$ cat src/inc/fault_flag_pkg.sv
// Summary of operation
// positive input flag set only after a positive input range fault detected
// bit 10 sets on negative input range fault; zero means none; resets zero
// bit 9 sets on external reference over or undervoltage
// bit 8 sets when differential reference falls below threshold
// bit 7 sets when a result clamps at positive or negative full scale
// bit 7 also sets on calibration out of range or modulator saturation
// bit 6 sets when a serial access arrives while accesses are ignored
// bit 5 sets when frame clock edge count is not a multiple of eight
// each flag operates only while its enable bit is set
// writing one clears a flag; writing zero leaves it unchanged
// a set flag stays set until cleared, even after fault goes away
package fault_flag_pkg;
   localparam int unsigned reg_width = 16;
   // ----------------------------------------
   // field positions of the status register
   // ----------------------------------------
   localparam int unsigned bit_pos_input = 11;
   localparam int unsigned bit_neg_input = 10;
   localparam int unsigned bit_ref_range = 9;
   localparam int unsigned bit_ref_detect = 8;
   localparam int unsigned bit_converter = 7;
   localparam int unsigned bit_ignored = 6;
   localparam int unsigned bit_clock_count = 5;
   localparam logic [15:0] status_reset = 16'h0000;
   // bits 15:12 reserved, 4:0 belong to other blocks: read zero here
   localparam logic [15:0] implemented_mask = 16'h0FE0;
   localparam logic [2:0] frame_bits_mask = 3'h7;
endpackage

$ cat src/logic/fault_flag_status_bank.sv
`timescale 1ns/100ps
`default_nettype none
module fault_flag_status_bank
(
   // clock and reset
   input wire logic clk,
   input wire logic reset,
   // fault detectors from the converter core (same clock)
   input wire logic pos_input_range_fault,
   input wire logic neg_input_range_fault,
   input wire logic reference_range_fault,
   input wire logic reference_low_fault,
   input wire logic result_clamp_fault,
   input wire logic calibration_range_fault,
   input wire logic modulator_saturation,
   input wire logic access_while_ignored,
   // serial frame monitoring, from the serial port logic (same clock)
   input wire logic frame_active,
   input wire logic frame_clock_edge,
   // enable register contents
   input wire logic [15:0] fault_enable,
   // register access from the serial port
   input wire logic status_write,
   input wire logic [15:0] status_wdata,
   // status register contents
   output logic [15:0] fault_status_flags
);
   typedef struct packed
   {
      logic [15:0] flags;
   } bank_state_t;

   bank_state_t st_ff;
   bank_state_t nxt_st;
   logic count_fault;
   logic [15:0] raw_events;
   logic [15:0] set_vec;
   logic [15:0] clr_vec;

   // ----------------------------------------
   // frame clock counter
   // ----------------------------------------
   frame_edge_checker u_edge_chk
   (
      .clk(clk),
      .reset(reset),
      .frame_active(frame_active),
      .clock_edge(frame_clock_edge),
      .count_fault(count_fault)
   );

   // ----------------------------------------
   // event gathering
   // ----------------------------------------
   always_comb
   begin
      raw_events = 16'h0000;
      raw_events[fault_flag_pkg::bit_pos_input] = pos_input_range_fault;
      raw_events[fault_flag_pkg::bit_neg_input] = neg_input_range_fault;
      raw_events[fault_flag_pkg::bit_ref_range] = reference_range_fault;
      raw_events[fault_flag_pkg::bit_ref_detect] = reference_low_fault;
      raw_events[fault_flag_pkg::bit_converter] = result_clamp_fault
         | calibration_range_fault | modulator_saturation;
      raw_events[fault_flag_pkg::bit_ignored] = access_while_ignored;
      raw_events[fault_flag_pkg::bit_clock_count] = count_fault;
   end

   // disabled flags neither set nor hold a new event
   assign set_vec = raw_events & fault_enable
      & fault_flag_pkg::implemented_mask;
   assign clr_vec = status_write ? status_wdata : 16'h0000;

   // ----------------------------------------
   // sticky flags
   // ----------------------------------------
   always_comb
   begin
      // set wins over a same-cycle clear so no event is lost
      nxt_st.flags = ((st_ff.flags & ~clr_vec) | set_vec)
         & fault_flag_pkg::implemented_mask;
   end

   always_ff @(posedge clk)
   begin
      if (reset)
      begin
         st_ff.flags <= fault_flag_pkg::status_reset;
      end
      else
      begin
         st_ff <= nxt_st;
      end
   end

   assign fault_status_flags = st_ff.flags;

   // ----------------------------------------
   // checks
   // ----------------------------------------
   property p_pos_set;
      @(posedge clk) disable iff (reset)
      pos_input_range_fault && fault_enable[11] |=> fault_status_flags[11];
   endproperty
   a_pos_set: assert property (p_pos_set) else $error("pos flag not set");

   property p_neg_set;
      @(posedge clk) disable iff (reset)
      neg_input_range_fault && fault_enable[10] |=> fault_status_flags[10];
   endproperty
   a_neg_set: assert property (p_neg_set) else $error("neg flag not set");

   property p_ref_set;
      @(posedge clk) disable iff (reset)
      reference_range_fault && fault_enable[9] |=> fault_status_flags[9];
   endproperty
   a_ref_set: assert property (p_ref_set) else $error("ref flag not set");

   property p_low_set;
      @(posedge clk) disable iff (reset)
      reference_low_fault && fault_enable[8] |=> fault_status_flags[8];
   endproperty
   a_low_set: assert property (p_low_set) else $error("low flag not set");

   property p_clamp_set;
      @(posedge clk) disable iff (reset)
      result_clamp_fault && fault_enable[7] |=> fault_status_flags[7];
   endproperty
   a_clamp_set: assert property (p_clamp_set) else $error("clamp lost");

   property p_cal_set;
      @(posedge clk) disable iff (reset)
      (calibration_range_fault || modulator_saturation) && fault_enable[7]
      |=> fault_status_flags[7];
   endproperty
   a_cal_set: assert property (p_cal_set) else $error("cal lost");

   property p_ign_set;
      @(posedge clk) disable iff (reset)
      access_while_ignored && fault_enable[6] |=> fault_status_flags[6];
   endproperty
   a_ign_set: assert property (p_ign_set) else $error("ignore lost");

   property p_cnt_set;
      @(posedge clk) disable iff (reset)
      frame_active ##1 !frame_active && u_edge_chk.st_ff.cnt != 3'h0
      && fault_enable[5] |=> ##1 fault_status_flags[5];
   endproperty
   a_cnt_set: assert property (p_cnt_set) else $error("count lost");

   property p_enable_gate;
      @(posedge clk) disable iff (reset)
      !fault_status_flags[11] && !fault_enable[11] |=> !fault_status_flags[11];
   endproperty
   a_enable_gate: assert property (p_enable_gate) else $error("gated");

   property p_w1c;
      @(posedge clk) disable iff (reset)
      status_write && status_wdata[10] && !set_vec[10]
      |=> !fault_status_flags[10];
   endproperty
   a_w1c: assert property (p_w1c) else $error("w1c failed");

   property p_sticky;
      @(posedge clk) disable iff (reset)
      fault_status_flags[9] && !(status_write && status_wdata[9])
      |=> fault_status_flags[9];
   endproperty
   a_sticky: assert property (p_sticky) else $error("flag dropped");

   property p_pos_cause;
      @(posedge clk) disable iff (reset)
      !fault_status_flags[11] && !(pos_input_range_fault && fault_enable[11])
      |=> !fault_status_flags[11];
   endproperty
   a_pos_cause: assert property (p_pos_cause)
      else $error("pos spurious");

   property p_neg_cause;
      @(posedge clk) disable iff (reset)
      !fault_status_flags[10] && !(neg_input_range_fault && fault_enable[10])
      |=> !fault_status_flags[10];
   endproperty
   a_neg_cause: assert property (p_neg_cause)
      else $error("neg spurious");

   // flag 5 has one source only: the frame checker's end-of-frame pulse
   property p_cnt_cause;
      @(posedge clk) disable iff (reset)
      !fault_status_flags[5] && !count_fault |=> !fault_status_flags[5];
   endproperty
   a_cnt_cause: assert property (p_cnt_cause)
      else $error("count spurious");

   property p_set_wins;
      @(posedge clk) disable iff (reset)
      reference_range_fault && fault_enable[9] && status_write
      && status_wdata[9] |=> fault_status_flags[9];
   endproperty
   a_set_wins: assert property (p_set_wins)
      else $error("set lost to clear");

   property p_zero_keeps;
      @(posedge clk) disable iff (reset)
      fault_status_flags[8] && status_write && !status_wdata[8]
      |=> fault_status_flags[8];
   endproperty
   a_zero_keeps: assert property (p_zero_keeps)
      else $error("zero write cleared");

   // not disabled by reset: this one watches reset itself
   property p_reset_clear;
      @(posedge clk)
      reset |=> fault_status_flags == fault_flag_pkg::status_reset;
   endproperty
   a_reset_clear: assert property (p_reset_clear)
      else $error("reset left flags");
endmodule
`default_nettype wire

$ cat src/logic/frame_edge_checker.sv
`timescale 1ns/100ps
`default_nettype none
module frame_edge_checker
(
   // clock and reset
   input wire logic clk,
   input wire logic reset,
   // serial frame events, already in clk domain
   input wire logic frame_active,
   input wire logic clock_edge,
   // result
   output logic count_fault
);
   typedef struct packed
   {
      logic [2:0] cnt;
      logic active;
      logic fault;
   } chk_state_t;

   chk_state_t st_ff;
   chk_state_t nxt_st;

   always_comb
   begin
      nxt_st = st_ff;
      nxt_st.fault = 1'b0;
      if (frame_active && clock_edge)
      begin
         nxt_st.cnt = st_ff.cnt + 3'h1;
      end
      // frame end: a partial byte means a miscounted transfer
      if (st_ff.active && !frame_active)
      begin
         nxt_st.fault = ((st_ff.cnt & fault_flag_pkg::frame_bits_mask)
                         != 3'h0);
         nxt_st.cnt = 3'h0;
      end
      nxt_st.active = frame_active;
   end

   always_ff @(posedge clk)
   begin
      if (reset)
      begin
         st_ff <= '0;
      end
      else
      begin
         st_ff <= nxt_st;
      end
   end

   assign count_fault = st_ff.fault;
endmodule
`default_nettype wire

$ cat config.mk
export PLATFORM = sky130hd
export DESIGN_NAME = fault_flag_status_bank
export DESIGN_NICKNAME = d
export VERILOG_FILES = /design/src/inc/fault_flag_pkg.sv /design/src/logic/fault_flag_status_bank.sv /design/src/logic/frame_edge_checker.sv
export SDC_FILE = /design/constraint.sdc
export NUM_CORES = 1
export LEC_CHECK = 0
export BUFFER_PORTS_ARGS = -buffer_cell sky130_fd_sc_hd__buf_4
export CAP_MARGIN = 20
export CELL_PAD_IN_SITES_DETAIL_PLACEMENT = 1
export CELL_PAD_IN_SITES_GLOBAL_PLACEMENT = 2
export CORE_ASPECT_RATIO = 1.75
export CORE_MARGIN = 3
export CORE_UTILIZATION = 15
export DETAILED_ROUTE_END_ITERATION = 8
export GPL_TIMING_DRIVEN = 0
export PLACE_DENSITY_LB_ADDON = 0.05
export SLEW_MARGIN = 30
export SYNTH_ARGS = -nofsm -noshare
export SYNTH_HDL_FRONTEND = slang
export SYNTH_SLANG_ARGS = --single-unit
$ cat constraint.sdc
create_clock -name clk -period 1.4 [get_ports clk]
set_input_delay 0.14 -clock clk [delete_from_list [all_inputs] [get_ports clk]]
set_output_delay 0.14 -clock clk [all_outputs]
set_load 0.05 [all_outputs]
# Word-level counts from Yosys, hierarchy flattened
# Index checks and enable logic that the tools add are counted.
# classes
addsub	1
multipliers	0
n_div	0
n_lt_le_gt_ge	0
eq_ne	0
shifts	0
n_mux	1
n_bitwise	7
n_reduce_logical	6
# ops
operator	count
$and 12x12->12	2
$mux 12	1
$not 12->12	1
$or 12x12->12	1
$reduce_or 2->1	2
$add 3x1->3 const B	1
$reduce_bool 3->1	1
$logic_and 1x1->1	2
$or 1x1->1	2
$logic_not 1->1	1
$not 1->1	1
# word_totals
reg_bits	12
latchBits	0
ram_bits	0
mem_bits_ro	0
in_bits	45
elab_cells	19
memories	0

# Logic depth before layout (Yosys ltp)
# logic_depth
depth_word	4
mapped_depth	4
mapped_depth_nobuf	4

# Hierarchy
# From an unflattened synthesis, not the netlist that was laid out.
# unflattened
hier_cells	62
hier_area_um2	576.8
# by_module_without_submodules
module	instances	cells_each	area_each_um2
fault_flag_status_bank	1	38	346.6
frame_edge_checker	1	24	230.2

# Least setup slack after synthesis
# OpenSTA, ideal clock, no wires.
# synth_path
path_type	flip-flop to flip-flop
startpoint	reg u_edge_chk.st_ff[2] in the netlist's numbering
endpoint	reg u_edge_chk.st_ff[3] in the netlist's numbering
setup_time_ps	118
arrival_ps	855
t_required_ps	1282
path_slack_ps	427
path_stages_with_launch	5
path_buffers	0
period_less_slack_ps	973
cell_sequence	dfxtp_1 > inv_1 > ha_1 > a32oi_1 > nor2_1
# synth_between
elab_chain_len	1
# synth_rtl
item	line_no	rtl
from (decl)	frame_edge_checker.sv:21	chk_state_t st_ff;
from (signal assigned)	frame_edge_checker.sv:50	st_ff <= nxt_st;
$add 3x1->3	frame_edge_checker.sv:30	nxt_st.cnt = st_ff.cnt + 3'h1;
# Every way passes these cells.
# A chain may end at the register's enable or synchronous reset.

# Worst setup path after layout
# layout_path
startpoint	reg u_edge_chk.st_ff[2] in the netlist's numbering
endpoint	reg u_edge_chk.st_ff (netlist bit u_edge_chk.count_fault)
# layout_between
elab_chain_len	1
# layout_rtl
item	line_no	rtl
$reduce_bool 3->1	frame_edge_checker.sv:35	nxt_st.fault = ((st_ff.cnt & fault_flag_pkg::frame_bits_mask)
# Every way passes these cells.

==> metrics.md <==
| Metric | Value |
|---|---|
| Setup repair after global routing missed its margin | `false` |
| TritonCTS clock tree | `built` |
| Chip Width | `52.06 um` |
| Maximum VDD drop | `0.4540 mV` |
| Clock Pin Slew Worst Setup and Hold Paths | `0.05 ns` |
| Portion of the post-synthesis area used by sequential elements | `0.4315` |
| Post-Place Setup Slack | `0.3522 ns` |
| Required time reported for the critical path endpoint | `1.54 ns` |
| Setup crit start kind | `flip-flop` |
| Height of the chip | `86.60 um` |
| Number of hold-repair buffers added at the cts stage | `0` |
| Final standard cell count with taps included and fillers excluded | `153` |
| Cells taking the most area after synthesis | `sky130_fd_sc_hd__dfxtp_1 43%, sky130_fd_sc_hd__buf_4 12%, sky130_fd_sc_hd__a22oi_1 8.1%` |
| Pin count of the biggest net entering global routing | `11` |
| Buf/Inv on CP | `1` |
| Seq. cell area | `240.2 um2` |
| Post-route minimum period | `1.050 ns` |
| Area added between synthesis and finish | `68.54%` |
| Detail Placement HPWL | `1362 um` |
| Area share of the largest cell type after synthesis | `0.4315` |
| Crit path largest cell delay | `0.35 ns` |
| Final Skew | `0.001929 ns` |
| Pre-antenna DRT Iters | `4` |
| Post CTS Setup Buffer Count | `0` |
| Cell count after placement | `149` |
| Terminus of the critical flop-to-flop path | `u_edge_chk.count_fault` |
| Antenna diode count | `0` |
| Final hold vios | `0` |
| Final cell utilization of the core | `0.2706` |
| Die area | `4508 um2` |
| Max-capacitance violation count | `0` |
| Total Wirelength | `1627 um` |
| Global placer's final weighted congestion | `0.6513` |
| Worst Setup Path Type | `flip-flop to flip-flop` |
| Worst min path class | `input pin to flip-flop` |
| Minimum setup slack among reg-to-reg paths | `0.35 ns` |
| Global-route track usage on met2 | `0.1329` |
| Nets | `156` |
| Leak Pwr | `0.4552 nW` |
| Post-cts repair resize count | `0` |
| Drt first-iter violations | `8` |
| Layer with the highest usage after global routing | `met2` |
| Setup-violating endpoint count in the final report | `0` |
| Worst reg-to-reg path cell count | `4` |
| Grt met3 use | `0.02926` |
| Via density per instance | `3.732` |
| Startpoint of the worst-slack reg-to-reg timing path | `u_edge_chk.st_ff[2]` |
| Flops & latches, synth | `12` |
| Worst Hold Launch | `reset` |
| Worst Setup End Kind | `flip-flop` |
| Standard cell with the maximum stage delay on the critical path | `sky130_fd_sc_hd__dfxtp_1` |
| CORE AREA | `3468 um2` |
| Total power divided by cell area | `1042 nW/um2` |
| Total standard cell area after synthesis | `556.8 um2` |
| DRT antenna net count | `0` |
| Row Count | `28` |
| Data arrival time at the worst-slack endpoint | `1.19 ns` |
| Clk Latency, worst-skew pair | `0.24 ns` |
| Number of buffers inserted during clock tree synthesis | `3` |
| Starting utilization of the core area | `0.1605` |
| Number of buffers inserted by port buffering | `32` |
| Global routing usage on met1 | `0.07839` |
| Residual DRC | `0` |
| Cells after synthesis | `64` |
| Slack of the critical path | `0.3496 ns` |
| Summed negative setup slack over all endpoints | `0 ns` |
| Cells along the critical path | `inv_1 > ha_1 > nor2b_1 > nor4b_1` |
| Root Buffer Master | `sky130_fd_sc_hd__clkbuf_8` |
| Global-route wire length before repair | `2677 um` |
| Library cell with the largest summed area after synthesis | `sky130_fd_sc_hd__dfxtp_1` |
| Kind of cell adding the most delay to the critical path | `flip-flops` |
| Unique cell type count in the Yosys netlist | `21` |
| Residual overflow from global routing | `0` |
| Per-instance average area after synthesis | `8.700 um2` |
| Final period utilization | `0.7503` |
| Maximum fanout count along the critical path | `3` |
| Outcome | `finished, final reports clean` |
| Cell depth of the worst min-delay path | `2` |
| Avg WL per Cell | `10.63 um` |
| Via count of the first global-routing pass | `595` |
| Fill cell instance count of the final layout | `427` |
| Deepest level of the CTS H-tree | `1` |
| Synthesis warning total | `0` |
| I/O pin count | `61` |
| Worst hold margin | `0.07128 ns` |
| Vias | `571` |
| Initial antenna violation count | `0` |
| Share of post-route cells with drive strength above 1 | `0.4444` |
| F_max | `952.0 MHz` |
| Endpoint, Worst Hold | `u_edge_chk.st_ff[1]` |
| Multi-input logic area | `255.2 um2` |
| Final slew viol count | `0` |
| Max Buffers Root-to-Sink | `2` |
| Clock net sink count | `12` |
| Total track usage | `0.07772` |
-- sequential cells by signal, summed over array words and instances (netlist names) --
| name | count |
|---|---|
| u_edge_chk.st_ff | 4 |
| fault_status_flags | 7 |
| u_edge_chk.count_fault | 1 |
-- cell usage after synthesis, drive strengths merged --
library cell,instances
nand2,10
buf,11
ha,2
nand3,1
a32oi,1
mux2i,1
nor2,7
inv,2
o31ai,1
conb,1
o21ai,1
nor3,1
a21oi,3
a31oi,1
nor2b,2
a22oi,6
dfxtp,12
nor4b,1
-- worst max-delay path by stage --
stage	start	to	slack, ns	cells after the start
6_report	u_edge_chk.st_ff[2]	u_edge_chk.count_fault	0.35	4
5_1_grt	u_edge_chk.st_ff[2]	u_edge_chk.count_fault	0.29	4
2_1_floorplan	u_edge_chk.st_ff[2]	u_edge_chk.st_ff[3]	0.43	4
4_1_cts	u_edge_chk.st_ff[2]	u_edge_chk.count_fault	0.34	4
3_3_place_gp	u_edge_chk.st_ff[2]	u_edge_chk.count_fault	0.36	4
3_5_place_dp	u_edge_chk.st_ff[2]	u_edge_chk.st_ff[3]	0.35	4
-- layout make-up --
cell class	instances	area share
multi-input combinational	47	0.2720
sequential	12	0.2560
timing repair buffer	32	0.2560
buffer	11	0.08933
tap	45	0.06000
clock buffer	4	0.05867
inverter	2	0.008000
-- metrics by stage --
stage           power, W  cell area [um2]
2_1_floorplan  0.0005245            586.8
3_3_place_gp   0.0006109            883.3
3_5_place_dp   0.0006125            883.3
6_report       0.0009781            938.4
5_1_grt         0.001034            938.4
4_1_cts        0.0009972            938.4
-- kinds of logic (layout without fill, tap and decap cells) --
group / after synthesis / count (layout) / share of synthesized area
DFF: 12 / 12 / 0.4315
AOI/OAI and AO/OA: 13 / 13 / 0.1640
other: 1 / 9 / 0.006735
muxes: 1 / 1 / 0.01798
buffers and inverters: 13 / 49 / 0.1640
adders and majority gates: 2 / 2 / 0.04494
and+or+nand+nor: 22 / 22 / 0.1708
-- per-layer routing --
layer,vias up,share of wire
li1,286,-
met1,259,0.36
met2,24,0.51
met3,2,0.11
met4,0,0.015
met5,-,0
-- cell usage in the layout, fill, tap and decap left out, drive strengths merged --
cell / n
a21oi: 3
a22oi: 6
a31oi: 1
a32oi: 1
buf: 43
clkbuf: 4
conb: 9
dfxtp: 12
ha: 2
inv: 2
mux2i: 1
nand2: 10
nand3: 1
nor2: 7
nor2b: 2
nor3: 1
nor4b: 1
o21ai: 1
o31ai: 1
-- where the power goes --
part	leakage (nW)	total, W	internal, W	switching (W)
combinational	0.328	0.000237	0.0000981	0.000139
sequential	0.0985	0.000366	0.000358	0.00000872
clock	0.0288	0.000375	0.000248	0.000126
(Power assumes the default switching activity.)
